### config.mk
export PLATFORM = sky130hd
export DESIGN_NAME = jtag_nvm_programming_port
export DESIGN_NICKNAME = d
export VERILOG_FILES = /design/src/include/scan_prog_pkg.sv /design/src/hdl/pin_sync.sv /design/src/hdl/byte_buffer.sv /design/src/hdl/jtag_nvm_programming_port.sv
export SDC_FILE = /design/constraint.sdc
export NUM_CORES = 1
export LEC_CHECK = 0
export BUFFER_PORTS_ARGS = -buffer_cell sky130_fd_sc_hd__buf_2
export CAP_MARGIN = 20
export CORE_AREA = 2 2 117 203
export CTS_CLUSTER_SIZE = 12
export DETAILED_ROUTE_END_ITERATION = 12
export DIE_AREA = 0 0 119 205
export GPL_TIMING_DRIVEN = 0
export SKIP_LAST_GASP = 1
export SYNTH_ARGS = -nofsm -noshare
export SYNTH_HDL_FRONTEND = slang
export SYNTH_HIERARCHICAL = 1
export SYNTH_SLANG_ARGS = --single-unit
### constraint.sdc
create_clock -name mclk_in -period 3.3 [get_ports mclk_in]
set_input_delay 0.66 -clock mclk_in [delete_from_list [all_inputs] [get_ports mclk_in]]
set_output_delay 0.66 -clock mclk_in [all_outputs]
set_load 0.005 [all_outputs]
### src/include/scan_prog_pkg.sv
/*
 * constants, types and the tap next-state function for the scan-port
 * programming front end.
 * assumes a single 20 mhz system clock and a synchronised tck.
 */
package scan_prog_pkg;

	// ----------------------------------------------------------------
	// widths and codes
	// ----------------------------------------------------------------
	localparam int          IR_W         = 4;
	localparam int          UNLOCK_W     = 16;
	localparam int          CMD_W        = 15;
	localparam int          PAGE_BITS    = 1024;
	localparam int          BYTE_W       = 8;
	localparam int          IDX_W        = 7;
	localparam logic [3:0]  INS_RESET    = 4'hc;
	localparam logic [3:0]  INS_UNLOCK   = 4'h4;
	localparam logic [3:0]  INS_COMMAND  = 4'h5;
	localparam logic [3:0]  INS_PAGELOAD = 4'h6;
	localparam logic [3:0]  INS_BYPASS   = 4'hf;
	localparam logic [3:0]  IR_CAPTURE   = 4'h1;
	localparam logic [15:0] UNLOCK_SIG   = 16'ha370;
	localparam logic [15:0] UNLOCK_RST   = 16'h0000;

	// ----------------------------------------------------------------
	// timing
	// ----------------------------------------------------------------
	localparam int          CLK_PERIOD_NS  = 50;
	localparam int          CLEAR_CLOCKS   = 2;
	localparam int          TIMEOUT_NS     = 3200;
	localparam int          TIMEOUT_CYCLES =
		(TIMEOUT_NS + CLK_PERIOD_NS - 1) / CLK_PERIOD_NS;

	typedef enum logic [3:0] {
		TLR   = 4'b0000, RTI   = 4'b0001, SELDR = 4'b0010,
		CAPDR = 4'b0011, SHDR  = 4'b0100, EX1DR = 4'b0101,
		PADR  = 4'b0110, EX2DR = 4'b0111, UPDR  = 4'b1000,
		SELIR = 4'b1001, CAPIR = 4'b1010, SHIR  = 4'b1011,
		EX1IR = 4'b1100, PAIR  = 4'b1101, EX2IR = 4'b1110,
		UPIR  = 4'b1111
	} tap_e;

	function automatic tap_e tap_next(input tap_e s, input logic tms);
		unique case (s)
			TLR:   tap_next = tms ? TLR   : RTI;
			RTI:   tap_next = tms ? SELDR : RTI;
			SELDR: tap_next = tms ? SELIR : CAPDR;
			CAPDR: tap_next = tms ? EX1DR : SHDR;
			SHDR:  tap_next = tms ? EX1DR : SHDR;
			EX1DR: tap_next = tms ? UPDR  : PADR;
			PADR:  tap_next = tms ? EX2DR : PADR;
			EX2DR: tap_next = tms ? UPDR  : SHDR;
			UPDR:  tap_next = tms ? SELDR : RTI;
			SELIR: tap_next = tms ? TLR   : CAPIR;
			CAPIR: tap_next = tms ? EX1IR : SHIR;
			SHIR:  tap_next = tms ? EX1IR : SHIR;
			EX1IR: tap_next = tms ? UPIR  : PAIR;
			PAIR:  tap_next = tms ? EX2IR : PAIR;
			EX2IR: tap_next = tms ? UPIR  : SHIR;
			UPIR:  tap_next = tms ? SELDR : RTI;
		endcase
	endfunction : tap_next

endpackage : scan_prog_pkg

### src/hdl/pin_sync.sv
/*
 * two-flop synchroniser for a group of pin levels.
 * assumes each bit is an independent level; no bus coherence.
 */
`timescale 1ns/1ns
module pin_sync #(
	parameter int WIDTH = 1
) (
	// clock and reset
	input  wire logic             mclk_in,
	input  wire logic             resetn_in,
	// levels
	input  wire logic [WIDTH-1:0] async_in,
	output logic      [WIDTH-1:0] sync_out
);

	typedef struct packed {
		logic [WIDTH-1:0] meta;
		logic [WIDTH-1:0] stable;
	} sync_s;

	sync_s r;
	sync_s next_r;

	always_comb begin
		next_r.meta   = async_in;
		next_r.stable = r.meta;
	end

	always_ff @(posedge mclk_in or negedge resetn_in) begin
		if (!resetn_in)
			r <= '0;
		else
			r <= next_r;
	end

	assign sync_out = r.stable;

endmodule : pin_sync

### src/hdl/byte_buffer.sv
/*
 * two-entry buffer with valid/ready on both sides.
 * assumes producer holds nothing: a word is taken when valid and ready.
 */
`timescale 1ns/1ns
module byte_buffer #(
	parameter int WIDTH = 8
) (
	// clock and reset
	input  wire logic             mclk_in,
	input  wire logic             resetn_in,
	// fill side
	input  wire logic             in_valid_in,
	input  wire logic [WIDTH-1:0] in_data_in,
	output logic                  in_ready_out,
	// drain side
	output logic                  out_valid_out,
	output logic      [WIDTH-1:0] out_data_out,
	input  wire logic             out_ready_in
);

	typedef struct packed {
		logic [WIDTH-1:0] head;
		logic [WIDTH-1:0] tail;
		logic [1:0]       count;
	} buf_s;

	buf_s r;
	buf_s next_r;
	logic take;
	logic give;

	always_comb begin
		next_r = r;
		take   = in_valid_in && (r.count != 2'h2);
		give   = out_ready_in && (r.count != 2'h0);
		if (give) begin
			next_r.head = r.tail;
		end
		if (take) begin
			if (r.count == 2'h0 || (r.count == 2'h1 && give))
				next_r.head = in_data_in;
			else
				next_r.tail = in_data_in;
		end
		next_r.count = r.count + 2'(take) - 2'(give);
	end

	always_ff @(posedge mclk_in or negedge resetn_in) begin
		if (!resetn_in)
			r <= '0;
		else
			r <= next_r;
	end

	assign in_ready_out  = (r.count != 2'h2);
	assign out_valid_out = (r.count != 2'h0);
	assign out_data_out  = r.head;

endmodule : byte_buffer

### src/hdl/jtag_nvm_programming_port.sv
/*
 * scan-port programming front end: tap controller, instruction register,
 * reset chain, unlock register, command register and page-load chain.
 * assumes tck, tms, tdi and the pins come from outside the clock domain
 * and are slow against mclk_in; the core and page buffer run on mclk_in.
 */
`timescale 1ns/1ns
// Contract
// - programming needs only tck, tms, tdi, tdo; no reset or clock pin.
// - port works only with enable fuse set and disable bit clear.
// - disable bit set plus external reset low clears it after two clocks.
// - reset-clear method not used while pins are dedicated to scan/debug.
// - every shift register shifts least significant bit first.
// - instruction register is four bits, picking the data register.
// - run-test/idle generates internal clocks; also a legal idle point.
// - code 0xc selects a one-bit reset chain; tap is not reset.
// - device stays in reset while reset chain holds one, unlatched.
// - code 0x4 selects the sixteen-bit unlock register.
// - update-dr compares unlock value; programming mode only on match.
// - code 0x5 selects the fifteen-bit command register.
// - capture-dr loads previous command result into command register.
// - shift-dr shifts result out on tdo while new command enters.
// - update-dr presents shifted command to the memory interface.
// - run-test/idle with command selected gives one execute clock.
// - code 0x6 selects a 1024-bit page-load chain, shift-dr only.
// - eight-bit shifter moves each byte to page buffer during shift.
// - unlock only when register equals the fixed signature.
// - unlock register clears to zero on power-on reset.
// - reset chain one acts like external reset pin low.
// - after release, reset holds for the time-out period.
module jtag_nvm_programming_port
	import scan_prog_pkg::*;
#(
	parameter int TIMEOUT = TIMEOUT_CYCLES
) (
	// clock and reset
	input  wire logic               mclk_in,
	input  wire logic               resetn_in,
	// scan port pins
	input  wire logic               tck_in,
	input  wire logic               tms_in,
	input  wire logic               tdi_in,
	output logic                    tdo_out,
	output logic                    tdo_oe_n_out,
	// fuse, reset pin and pin ownership
	input  wire logic               scan_port_enable_fuse_in,
	input  wire logic               ext_resetn_in,
	input  wire logic               pins_dedicated_in,
	// core control/status register bit
	input  wire logic               disable_wr_in,
	input  wire logic               disable_wdata_in,
	output logic                    scan_port_disable_bit_out,
	output logic                    scan_port_active_out,
	// core reset
	output logic                    core_reset_out,
	// memory command interface
	input  wire logic [CMD_W-1:0]   cmd_result_in,
	output logic      [CMD_W-1:0]   cmd_word_out,
	output logic                    cmd_exec_out,
	output logic                    prog_mode_out,
	// page buffer stream
	output logic      [BYTE_W-1:0]  page_data_out,
	output logic      [IDX_W-1:0]   page_index_out,
	output logic                    page_valid_out,
	input  wire logic               page_ready_in
);

	typedef struct packed {
		tap_e                tap;
		logic [IR_W-1:0]     ir;
		logic [IR_W-1:0]     ir_shift;
		logic                bypass;
		logic                reset_chain;
		logic [UNLOCK_W-1:0] unlock_sr;
		logic                prog_mode;
		logic [CMD_W-1:0]    cmd_sr;
		logic [CMD_W-1:0]    cmd_word;
		logic                exec;
		logic [BYTE_W-1:0]   page_sr;
		logic [2:0]          bit_cnt;
		logic [IDX_W-1:0]    byte_idx;
		logic                tck_d;
		logic                rise_pend;
		logic                tdo;
		logic                tdo_drive;
		logic                disable_bit;
		logic [1:0]          clr_cnt;
		logic [15:0]         timeout_cnt;
		logic                core_reset;
	} port_s;

	port_s r;
	port_s next_r;

	// ----------------------------------------------------------------
	// pin synchronisers
	// ----------------------------------------------------------------
	logic [5:0] pins_s;
	logic       tck_s;
	logic       tms_s;
	logic       tdi_s;
	logic       fuse_s;
	logic       ext_n_s;
	logic       dedicated_s;

	pin_sync #(
		.WIDTH (6)
	) u_sync (
		.mclk_in   (mclk_in),
		.resetn_in (resetn_in),
		.async_in  ({tck_in, tms_in, tdi_in, scan_port_enable_fuse_in,
		             ext_resetn_in, pins_dedicated_in}),
		.sync_out  (pins_s)
	);

	assign {tck_s, tms_s, tdi_s, fuse_s, ext_n_s, dedicated_s} = pins_s;

	// ----------------------------------------------------------------
	// page byte buffer
	// ----------------------------------------------------------------
	logic                    push;
	logic                    buf_ready;
	logic [BYTE_W+IDX_W-1:0] push_word;

	byte_buffer #(
		.WIDTH (BYTE_W + IDX_W)
	) u_buf (
		.mclk_in       (mclk_in),
		.resetn_in     (resetn_in),
		.in_valid_in   (push),
		.in_data_in    (push_word),
		.in_ready_out  (buf_ready),
		.out_valid_out (page_valid_out),
		.out_data_out  ({page_index_out, page_data_out}),
		.out_ready_in  (page_ready_in)
	);

	// ----------------------------------------------------------------
	// tap and data registers
	// ----------------------------------------------------------------
	logic port_en;
	logic rise;
	logic fall;
	logic step;
	logic push_need;
	logic hold;

	always_comb begin
		next_r    = r;
		port_en   = fuse_s && !r.disable_bit;
		rise      = (tck_s && !r.tck_d) || r.rise_pend;
		fall      = !tck_s && r.tck_d;
		push_need = r.tap == SHDR && r.ir == INS_PAGELOAD &&
		            r.prog_mode && r.bit_cnt == 3'h7;
		// a full buffer delays the tck edge rather than losing a byte
		step      = rise && port_en && !(push_need && !buf_ready);
		push      = step && push_need;
		push_word = {r.byte_idx, tdi_s, r.page_sr[BYTE_W-1:1]};
		next_r.tck_d     = tck_s;
		next_r.rise_pend = rise && port_en && !step;
		next_r.exec      = 1'b0;

		if (!port_en) begin
			next_r.tap       = TLR;
			next_r.ir        = INS_BYPASS;
			next_r.tdo_drive = 1'b0;
		end else if (step) begin
			next_r.tap = tap_next(r.tap, tms_s);
			unique case (r.tap)
				TLR: begin
					next_r.ir = INS_BYPASS;
				end
				CAPIR: begin
					next_r.ir_shift = IR_CAPTURE;
				end
				SHIR: begin
					next_r.ir_shift = {tdi_s, r.ir_shift[IR_W-1:1]};
				end
				UPIR: begin
					next_r.ir = r.ir_shift;
				end
				CAPDR: begin
					unique case (r.ir)
						INS_COMMAND: begin
							next_r.cmd_sr = cmd_result_in;
						end
						INS_PAGELOAD: begin
							next_r.bit_cnt  = 3'h0;
							next_r.byte_idx = '0;
						end
						default: begin
							next_r.bypass = 1'b0;
						end
					endcase
				end
				SHDR: begin
					unique case (r.ir)
						INS_RESET: begin
							next_r.reset_chain = tdi_s;
						end
						INS_UNLOCK: begin
							next_r.unlock_sr =
								{tdi_s, r.unlock_sr[UNLOCK_W-1:1]};
						end
						INS_COMMAND: begin
							next_r.cmd_sr = {tdi_s, r.cmd_sr[CMD_W-1:1]};
						end
						INS_PAGELOAD: begin
							next_r.page_sr =
								{tdi_s, r.page_sr[BYTE_W-1:1]};
							next_r.bit_cnt = r.bit_cnt + 3'h1;
							if (push_need)
								next_r.byte_idx = r.byte_idx + 7'h01;
						end
						default: begin
							next_r.bypass = tdi_s;
						end
					endcase
				end
				UPDR: begin
					if (r.ir == INS_UNLOCK)
						next_r.prog_mode = (r.unlock_sr == UNLOCK_SIG);
					if (r.ir == INS_COMMAND && r.prog_mode)
						next_r.cmd_word = r.cmd_sr;
				end
				default: begin
				end
			endcase
			if (next_r.tap == RTI && r.tap != RTI &&
			    r.ir == INS_COMMAND && next_r.ir == r.ir &&
			    r.prog_mode)
				next_r.exec = 1'b1;
		end else if (fall) begin
			next_r.tdo_drive = (r.tap == SHIR || r.tap == SHDR);
			if (r.tap == SHIR)
				next_r.tdo = r.ir_shift[0];
			else
				unique case (r.ir)
					INS_RESET:    next_r.tdo = r.reset_chain;
					INS_UNLOCK:   next_r.tdo = r.unlock_sr[0];
					INS_COMMAND:  next_r.tdo = r.cmd_sr[0];
					INS_PAGELOAD: next_r.tdo = r.page_sr[0];
					default:      next_r.tdo = r.bypass;
				endcase
		end

		if (r.disable_bit && !ext_n_s && !dedicated_s) begin
			next_r.clr_cnt = r.clr_cnt + 2'h1;
			if (r.clr_cnt == 2'(CLEAR_CLOCKS - 1)) begin
				next_r.disable_bit = 1'b0;
				next_r.clr_cnt     = 2'h0;
			end
		end else begin
			next_r.clr_cnt = 2'h0;
		end
		// a core write in the same cycle wins over the clear
		if (disable_wr_in)
			next_r.disable_bit = disable_wdata_in;

		hold = next_r.reset_chain || !ext_n_s;
		if (hold)
			next_r.timeout_cnt = 16'(TIMEOUT);
		else if (r.timeout_cnt != 16'h0000)
			next_r.timeout_cnt = r.timeout_cnt - 16'h0001;
		next_r.core_reset = hold || (next_r.timeout_cnt != 16'h0000);
	end

	always_ff @(posedge mclk_in or negedge resetn_in) begin
		if (!resetn_in) begin
			r             <= '0;
			r.tap         <= TLR;
			r.ir          <= INS_BYPASS;
			r.unlock_sr   <= UNLOCK_RST;
			r.core_reset  <= 1'b1;
		end else begin
			r <= next_r;
		end
	end

	// ----------------------------------------------------------------
	// outputs
	// ----------------------------------------------------------------
	assign tdo_out                   = r.tdo;
	assign tdo_oe_n_out              = !r.tdo_drive;
	assign scan_port_disable_bit_out = r.disable_bit;
	assign scan_port_active_out      = fuse_s && !r.disable_bit;
	assign core_reset_out            = r.core_reset;
	assign cmd_word_out              = r.cmd_word;
	assign cmd_exec_out              = r.exec;
	assign prog_mode_out             = r.prog_mode;
endmodule : jtag_nvm_programming_port

## Word level (Yosys, flattened, before mapping)

Index checks and enable logic that the tools add are counted.

| storage, ports and cells | value |
|---|---|
| word-level logic and storage cells | 189 |
| flip-flop bits (word level) | 148 |
| input bits | 26 |

| operators by class | value |
|---|---|
| bitwise operators | 2 |
| add/subtract/negate cells | 6 |
| reduce and logical (&&, ||, !) cells | 62 |
| mux-type cells | 56 |
| eq/ne operators | 37 |

Operator list:

| kind | count |
|---|---|
| 15-bit 2-to-1 mux | 7 |
| 80-bit 2-to-1 mux | 1 |
| 67-bit 2-to-1 mux | 1 |
| 16-bit 2-to-1 mux | 3 |
| 4-bit case mux with 12 select lines | 1 |
| 4-bit equality test, second input constant | 9 |
| 4-bit 2-to-1 mux | 8 |
| 16-bit nonzero test | 2 |
| 30-bit 2-to-1 mux | 1 |
| 15-bit case mux with 2 select lines | 1 |
| 4-bit by 3-bit equality test with 1-bit output, second input constant | 7 |
| 1-bit logical AND | 21 |
| 10-bit case mux with 2 select lines | 1 |
| 18-bit 2-to-1 mux | 1 |
| 2-bit != test, second input constant | 9 |
| 17-bit 2-to-1 mux | 1 |
| 16-bit equality test, second input constant | 1 |
| 8-bit 2-to-1 mux | 2 |
| 4-bit case mux with 2 select lines | 2 |
| 4-bit AND reduction | 4 |
| 16-bit by 1-bit subtractor with 16-bit output, second input constant | 1 |
| 1-bit 2-to-1 mux | 15 |
| 5-bit AND reduction | 3 |
| 10-bit 2-to-1 mux | 1 |
| other kinds (29) | 60 |

## Logic depth before layout (Yosys ltp)

Gate-level depths: netlist of run 1.

| logic depth | value |
|---|---|
| depth after elaboration | 21 |
| depth in mapped cells | 10 |
| gate-level depth less buffers | 10 |

## Hierarchy

The synthesis of run 1 kept the hierarchy.

Modules (own cells, without submodules):

| module | instances | area an instance (µm²) | seq. area each (µm²) | cells each |
|---|---|---|---|---|
| jtag_nvm_programming_port | 1 | 5449.0 | 2608.8 | 532 |
| byte_buffer | 1 | 1626.6 | 800.8 | 110 |
| pin_sync | 1 | 300.3 | 300.3 | 12 |

## Worst setup path before layout of run 1

Ideal clock, no wire load.

| path | value |
|---|---|
| path kind | register -> register |
| start | reg r[99] (netlist name) |
| end | reg u_buf/r[10] (netlist name) |
| library setup time | 125 ps |
| setup slack | 582 ps |
| buffers on the path | 2 |
| arrival time | 2593 ps |
| stages on the path, launching flop included | 11 |
| path through | dfstp_2 buf_2 and4bb_2 nand2_2 o21ai_2 nor2_2 and3_1 nand2_1 a21oi_2 buf_4 mux2_2 |

| on the way | value |
|---|---|
| word-level cells in the longest chain between the ends | 10 |

Ends and longest elaborated chain:

| what | line | RTL |
|---|---|---|
| from (decl) | jtag_nvm_programming_port.sv:92 | `port_s r;` |
| from (signal assigned) | jtag_nvm_programming_port.sv:276 | `r <= next_r;` |
| 4-bit by 3-bit equality test with 1-bit output (*) | jtag_nvm_programming_port.sv:153 | `push_need = r.tap == SHDR && r.ir == INS_PAGELOAD &&` |
| 1-bit logical AND (*) (2 in a row) | jtag_nvm_programming_port.sv:153 |  |
| 1-bit logical AND (*) | jtag_nvm_programming_port.sv:154 | `r.prog_mode && r.bit_cnt == 3'h7;` |
| 1-bit logical AND | jtag_nvm_programming_port.sv:156 | `step = rise && port_en && !(push_need && !buf_ready);` |
| 1-bit logical NOT | jtag_nvm_programming_port.sv:156 |  |
| 1-bit logical AND | jtag_nvm_programming_port.sv:156 |  |
| 1-bit logical AND (*) | jtag_nvm_programming_port.sv:157 | `push = step && push_need;` |
| via push | jtag_nvm_programming_port.sv:121 | `logic push;` |
| 1-bit logical AND (*) | byte_buffer.sv:35 | `take = in_valid_in && (r.count != 2'h2);` |
| 2-bit AND reduction (no source line) (*) | - |  |
| to (signal assigned) | byte_buffer.sv:53 | `r <= next_r;` |
| to (decl) | byte_buffer.sv:28 | `buf_s r;` |

Mark *: on every way through the listed nets, which the timed path passes. The rest lies on a longest branch.
A chain may end at the register's enable or synchronous reset.

## Worst setup path in the final report of run 1

| path | value |
|---|---|
| start | reg r[99] (netlist name) |
| end | reg u_buf/r[5] (netlist name) |

The elaborated chain is that of the path after synthesis.

==> flow_summary.json, run 1 <==
{
  "status": "finished, final reports clean",
  "ys_async_sr_fraction": 1.000,
  "final_cell_area_um2": 8695,
  "first_pass_iters": 4,
  "hold_class": "primary input to async pin",
  "r2r-start": "r[99]",
  "total_leakage_power_nw": 4.115,
  "cap_violations": 0,
  "synthesis.nets": 686,
  "achievable-frequency_mhz": 339.7,
  "io-pin-count": 64,
  "place.port_buffers": 63,
  "gr-total-overflow": 0,
  "final.period_utilization": 0.8921,
  "synth_fa_ha_area_frac": 0.01018,
  "critPathLaunchType": "register",
  "die_x_um": 119,
  "num_rows": 73,
  "number_of_hold_violations_in_the_final_report": 0,
  "critical_path_peak_fanout": 10,
  "fp.dieArea_um2": 24400,
  "yosysWarnings": 6,
  "max_buffers_root_to_sink": 2,
  "ir_drop_mv": 0.2713,
  "coreArea_um2": 22740,
  "main_area_contributors_after_synthesis": "dfrtp_1 49%, mux2_2 10%, mux2_4 3.7%",
  "cts.hold.buffers_added": 0,
  "reg2reg_to": "u_buf/r[5]",
  "skew_ps": 14.45,
  "initialDrtViolationCount": 194,
  "drc": 0,
  "post_synth_num_cell_types": 76,
  "end_kind": "register",
  "hpwlAfterDp_um": 11130,
  "clk_lat_worst_skew_ps": 440,
  "critPathRequiredTime_ps": 3610,
  "layout.cells.non_filler": 1052,
  "mappedNetlistArea_um2": 7376,
  "slew_hr": 0.5090,
  "finalWirelength_um": 15470,
  "rrSetupSlack_ps": 360,
  "post_drt_via_cell_ratio": 4.812,
  "synth_area_per_cell_um2": 11.28,
  "worst_slew_pin_tran_ps": 736.5,
  "fillCellCount": 2224,
  "routed_wire_length_per_instance_um": 14.70,
  "number_of_antenna_violations_at_the_first_check_in_global_routing": 0,
  "grt_max_degree": 79,
  "buffer_type_at_the_clock_tree_root": "clkbuf_16",
  "post_synth_and_or_nand_nor_area_fraction": 0.1491,
  "synth_top_flop_cell": "dfrtp_1",
  "synth-edff-count": 0,
  "nNetsFinal": 771,
  "first_global_vias": 5078,
  "globalplace.congestion": 0.8464,
  "synth_seq_area_share": 0.5030,
  "timing.reg2reg.worst_path_depth": 10,
  "initial_utilization": 0.3243,
  "synth.largest_area_cell": "dfrtp_1",
  "rsz_0062_raised_after_global_routing": "no",
  "worst-endpoint-arrival_ps": 3260,
  "sequential_standard_cell_area_um2": 3710,
  "post_dp_cell_area_um2": 8100,
  "multi_input_comb_area_um2": 3233,
  "power_density_nw_per_um2": 525.9,
  "grt_use_total": 0.1324,
  "path_clk_slew_ps": 60,
  "final.min_clock_period_ps": 2944,
  "drv_slew": 0,
  "synth_compound_area_frac": 0.1018,
  "wire_length_of_the_first_global_routing_pass_um": 25450,
  "postSynthCellCount": 654,
  "routed-via-count": 5062,
  "finalSetupViolCount": 0,
  "post_synth_mux_area_share": 0.1649,
  "main_combinational_cell_family_by_area_after_synthesis": "multiplexers",
  "synth_xor_area_frac": 0.01069,
  "cts.htree.levels": 4,
  "ant_nets": 0,
  "tritoncts_num_sinks": 148,
  "synth_top_area_share": 0.4852,
  "ys_ff_latch": 148,
  "final_layout_size_suffix_gt1_frac": 0.3511,
  "tritoncts": "built",
  "dieHeight_um": 205,
  "cts_made_buffers": 17,
  "synthToLayoutAreaGrowth_pct": 17.88,
  "placed_cells": 1018,
  "diodes": 0,
  "worstSetupPathType": "register to register"
}
-- Yosys cell counts, drive strengths merged (5+ instances only) --
cell and number:
nor3 13, o31ai 6, nand3b 5, nand4 5, nand2b 12, a21oi 20
mux2 86, nand3 23, dfstp 5, mux2i 18, xnor2 5, nand2 49
nor2 48, and3 6, o21ai 48, ha 6, nor2b 11, buf 47
nor4b 5, clkbuf 10, dfrtp 143, inv 17
-- logic make-up (layout without fill, tap and decap cells) --
logic type / Yosys count / count (layout)
compound gates: 113 / 113
buf+inv: 74 / 172
flops: 148 / 148
mux: 104 / 104
simple gates: 200 / 200
fa+ha+maj: 6 / 6
xor+xnor: 9 / 9
-- worst max-delay path, cell delays in order (launching register included) --
cell and delay (ps):
dfstp_2 510, buf_2 200, and4bb_2 290, nand2_2 210, o21ai_2 200, nor2_4 160
and3_1 270, nand2_1 130, a21oi_4 240, buf_4 250, mux2_2 350
-- power by group --
group          switching [mW]  internal [mW]
Combinational           0.414          0.301
Sequential              0.103           1.89
Clock                   0.800           1.06
-- what timing repair did --
action / in CTS / in global routing
setup buffers: 0 / 2
pin swaps: 0 / 1
gates resized for setup: 1 / 1
setup endpoints to repair: 10 / 10
-- layer usage --
layer  part of all wire  track usage  vias to the layer above
met5                  0            0                        -
met4              0.027      0.06463                        0
met3              0.032      0.03090                       27
met2               0.53       0.2395                       89
met1               0.42       0.1439                     2461
li1                   -            -                     2485
-- per-stage QoR --
step,util,setup slack [ps],power [mW],TNS [ps],hold slack (ps)
floorplan,-,582.0,2.531,0,331.2
global placement,0.3547,-762.6,2.733,-106660,336.0
detailed placement,0.3562,-92.91,2.743,-890.9,338.1
CTS,0.3813,47.96,4.630,0,295.4
global route,0.3823,184.1,4.804,0,313.2
finish,0.3823,356.2,4.573,0,274.7
-- area by class of cell --
| class | instances | share of cell area |
|---|---|---|
| clock inverter | 14 | 0.01468 |
| clock buffer | 18 | 0.05051 |
| timing repair buffer | 66 | 0.04188 |
| sequential | 148 | 0.4267 |
| tap | 300 | 0.04317 |
| multi-input combinational | 432 | 0.3719 |
| buffer | 57 | 0.04389 |
| inverter | 17 | 0.007339 |
-- cell usage in the layout, fill, tap and decap left out, types with 4 or more instances in the layout --
master and count:
nand3b_1 5, buf_4 35, o31ai_1 6, a31oi_1 4, buf_6 5, dfrtp_1 143
clkinv_2 4, nand2b_1 12, nor3_1 11, ha_1 6, xnor2_1 5, mux2_4 18
and3_1 5, clkbuf_1 9, nand2_1 48, clkbuf_16 17, nand4_1 5, inv_1 16
and2_1 4, o22a_1 4, xor2_1 4, buf_2 72, a21oi_1 18, nor2b_1 11
nor2_1 46, mux2_2 68, o21ai_0 45, nand3_1 21, dfstp_2 5, o22ai_1 4
mux2i_1 18
-- sequential cells by signal, summed over array words and instances, names as in the netlist --
name / flops
cmd_exec_out: 1
cmd_word_out: 15
core_reset_out: 1
prog_mode_out: 1
push_word: 14
r: 70
scan_port_disable_bit_out: 1
tdo_out: 1
u_buf/out_data_out: 15
u_buf/r: 17
u_sync/next_r: 6
u_sync/sync_out: 6
-- worst max-delay path by stage --
stage | startpoint | end | depth (start not counted) | slack (ps)
6_report | r[99] | u_buf/r[5] | 10 | 360
5_1_grt | r[99] | u_buf/r[5] | 10 | 180
4_1_cts | r[99] | u_buf/r[5] | 10 | 50
3_5_place_dp | r[99] | u_buf/r[4] | 10 | -90
3_3_place_gp | resetn_in | scan_port_disable_bit_out | 1 | -760
2_1_floorplan | r[99] | u_buf/r[10] | 10 | 580
Power figures use the tool's default switching activity.
==> run 2, diff against run 1 <==
--- a/config.mk
+++ b/config.mk
@@ -5,12 +5,13 @@
 export SDC_FILE = /design/constraint.sdc
 export NUM_CORES = 1
 export LEC_CHECK = 0
+export ABC_AREA = 1
 export BUFFER_PORTS_ARGS = -buffer_cell sky130_fd_sc_hd__buf_2
 export CAP_MARGIN = 20
-export CORE_AREA = 2 2 117 203
+export CORE_AREA = 2 2 102 178
 export CTS_CLUSTER_SIZE = 12
 export DETAILED_ROUTE_END_ITERATION = 12
-export DIE_AREA = 0 0 119 205
+export DIE_AREA = 0 0 104 180
 export GPL_TIMING_DRIVEN = 0
 export SKIP_LAST_GASP = 1
 export SYNTH_ARGS = -nofsm -noshare
==> flow_summary.json, run 2 <==
{
  "timing.critical_path.from": "r[31]",
  "rrSetupSlack_ps": 360,
  "synthesis.nets": 949,
  "yosysWarnings": 6,
  "status": "finished, final reports clean",
  "main_area_contributors_after_synthesis": "dfrtp_1 47%, nand2_1 12%, inv_1 6.0%",
  "synth.top_cells.by_count": "240 x nand2_1, 143 x dfrtp_1, 123 x inv_1, 68 x o21ai_0, 67 x nor2_1",
  "critPathBufInv": 5,
  "final_layout_size_suffix_gt1_frac": 0.2204,
  "slew_hr": 0.6266,
  "cts_setup_buffers": 0,
  "final.period_utilization": 0.8923,
  "synth-edff-count": 0,
  "buffer_type_at_the_clock_tree_root": "clkbuf_16",
  "mostFrequentLayoutCell": "nand2_1",
  "placed_cells": 1211,
  "crit_path_top_delay_cell": "dfrtp_1",
  "synth_seq_area_share": 0.4839,
  "reg2reg_to": "u_buf/r[1]",
  "synth.largest_area_cell": "dfrtp_1",
  "critPathLaunchType": "register",
  "routed_wire_length_per_instance_um": 13.35,
  "nNetsFinal": 1031,
  "number_of_antenna_violations_at_the_first_check_in_global_routing": 0,
  "multi_input_comb_area_um2": 3007,
  "finalSetupTns_ps": 0,
  "sw_frac_of_total": 0.2829,
  "tritoncts_num_sinks": 148,
  "power_density_nw_per_um2": 533.8,
  "finalSetupViolCount": 0,
  "post_cts_resized": 0,
  "wire_length_of_the_first_global_routing_pass_um": 28950,
  "cp-endpoint": "u_buf/r[1]",
  "grt_max_degree": 92,
  "dieHeight_um": 180,
  "hold_ws_ps": 202.8,
  "ys_ff_latch": 148,
  "synth_top_area_share": 0.4668,
  "worst-endpoint-arrival_ps": 3270,
  "path_clk_slew_ps": 70,
  "power.share.sequential": 0.407,
  "achievable-frequency_mhz": 339.6,
  "final_util": 0.5167,
  "post_synth_num_cell_types": 51,
  "crit_path_frequent_cell": "nand2_1",
  "post_drt_via_cell_ratio": 4.784,
  "globalplace.congestion": 0.9090,
  "synth_area_per_cell_um2": 8.360,
  "synth_compound_area_frac": 0.09923,
  "cts.htree.levels": 4,
  "layout.cells.non_filler": 1243,
  "post_synth_mux_area_share": 0.02595,
  "fillCellCount": 1728,
  "cts.hold.buffers_added": 0,
  "ant_nets": 0,
  "first_pass_iters": 5,
  "clk_lat_worst_skew_ps": 430,
  "layout.cells.most_common_list": "240 x nand2_1, 143 x dfrtp_1, 123 x inv_1, 68 x o21ai_0",
  "place.port_buffers": 62,
  "critical_path_max_stage_delay_ps": 400,
  "reg.largest.list": "r x70, u_buf/r x17",
  "flip_flop_count_of_the_largest_register_after_layout": 70,
  "post_synth_and_or_nand_nor_area_fraction": 0.2492,
  "path_depth": 20,
  "grt_use_total": 0.1912,
  "num_rows": 64,
  "timing.reg2reg.worst_path_depth": 20,
  "first_global_vias": 6130,
  "internal_power_mw": 3.421,
  "mappedNetlistArea_um2": 7666,
  "fp.dieArea_um2": 18720,
  "drc": 0,
  "number_of_hold_violations_in_the_final_report": 0,
  "synthMostInstantiatedCell": "nand2_1",
  "timing.critical_path.cells": "ha_1 -> ha_1 -> nand2_1 -> nor2_1 -> nand3_4 -> nand2_8 -> inv_6 -> buf_8 -> nand2_4 -> buf_6 -> nor2_1 -> nand2_2 -> inv_2 -> nand2_1 -> nand2_1 -> ha_1 -> xor2_1 -> inv_1 -> nand2_1 -> nand2_1",
  "cts_made_buffers": 17,
  "clockPowerShare": 0.440,
  "drv_slew": 0,
  "rsz_0062_raised_after_global_routing": "no",
  "total_leakage_power_nw": 4.558,
  "coreArea_um2": 17300,
  "routed-via-count": 5947,
  "max_buffers_root_to_sink": 2,
  "worst_slew_pin_tran_ps": 560.2,
  "postSynthCellCount": 917,
  "io-pin-count": 64,
  "initialDrtViolationCount": 241,
  "initial_utilization": 0.4432,
  "final.min_clock_period_ps": 2944,
  "cpLargestDelayFamily": "simple AND/OR/NAND/NOR gates",
  "max_flop_register": "r",
  "sequential_standard_cell_area_um2": 3710,
  "die_x_um": 104,
  "hpwlAfterDp_um": 12340,
  "finalWirelength_um": 16600,
  "diodes": 0,
  "critical_path_peak_fanout": 10,
  "pwr-share-comb": 0.153,
  "synth_top_flop_cell": "dfrtp_1",
  "netSwitchingPower_mw": 1.349,
  "tritoncts": "built",
  "gr-total-overflow": 0,
  "r2r-start": "r[31]",
  "worstSetupPathType": "register to register",
  "ir_drop_mv": 0.3006,
  "cap_violations": 0,
  "synth_xor_area_frac": 0.007997,
  "synthToLayoutAreaGrowth_pct": 16.58,
  "critPathRequiredTime_ps": 3620,
  "main_combinational_cell_family_by_area_after_synthesis": "simple AND/OR/NAND/NOR gates",
  "skew_ps": 9.181,
  "hold_class": "primary input to async pin",
  "synth_fa_ha_area_frac": 0.009793,
  "ys_async_sr_fraction": 1.000,
  "end_kind": "register"
}
## run 2: changes by cell type after synthesis, sizes merged, moves of 11 or more
cell,before,now
mux2,86,16
nand2,49,261
o21ai,48,87
nor2,48,72
nand2b,12,0
nand3,23,53
nor2b,11,0
mux2i,18,0
inv,17,135
## run 2: cells by family (layout without fill, tap and decap cells)
| kind of cell | Yosys count | count (layout) |
|---|---|---|
| compound gates | 133 | 133 |
| fa+ha+maj | 6 | 6 |
| simple gates | 416 | 416 |
| xor+xnor | 7 | 7 |
| buf+inv | 191 | 286 |
| mux | 16 | 16 |
| flops | 148 | 148 |
## run 2: worst min-delay path by stage
stage,from,to,slack [ps],cells past startpoint
3_3_place_gp,u_sync/next_r[5],u_sync/sync_out[5],330,0
4_1_cts,resetn_in,u_buf/out_data_out[2],220,1
3_5_place_dp,u_sync/next_r[2],u_sync/sync_out[2],330,0
2_1_floorplan,u_sync/next_r[0],u_sync/sync_out[0],330,0
5_1_grt,resetn_in,u_buf/out_data_out[2],250,1
6_report,resetn_in,u_buf/out_data_out[2],200,1
## run 2: metrics by stage
| step | power [mW] | worst slack, ps | cell area (um2) |
|---|---|---|---|
| floorplan | 2.479 | 660.2 | 7666 |
| global placement | 2.698 | -729.5 | 8265 |
| detailed placement | 2.705 | 346.1 | 8299 |
| CTS | 4.823 | 321.6 | 8937 |
| global route | 5.007 | 82.49 | 8937 |
| finish | 4.770 | 355.5 | 8937 |
## run 2: final cells by class
type	count	share of cell area
flip-flops and latches	148	0.4151
multi-input cells	578	0.3364
inverters	135	0.05754
clock buffers	18	0.04914
plain buffers	56	0.04872
repair buffers	63	0.03850
well taps	231	0.03234
clock inverters	14	0.02226
## run 2: power groups by stage
stage	logic, mW	registers (mW)	clock network (mW)
CTS	0.737	1.94	2.15
global placement	0.725	1.97	0
global route	0.847	1.95	2.21
detailed placement	0.731	1.97	0
finish	0.731	1.94	2.10
floorplan	0.520	1.96	0
## run 2: metal layers
metal  GRT usage  share of wire
met2      0.3661           0.55
met5           0              0
met4     0.08162          0.027
met1      0.2022           0.39
met3     0.03299          0.029
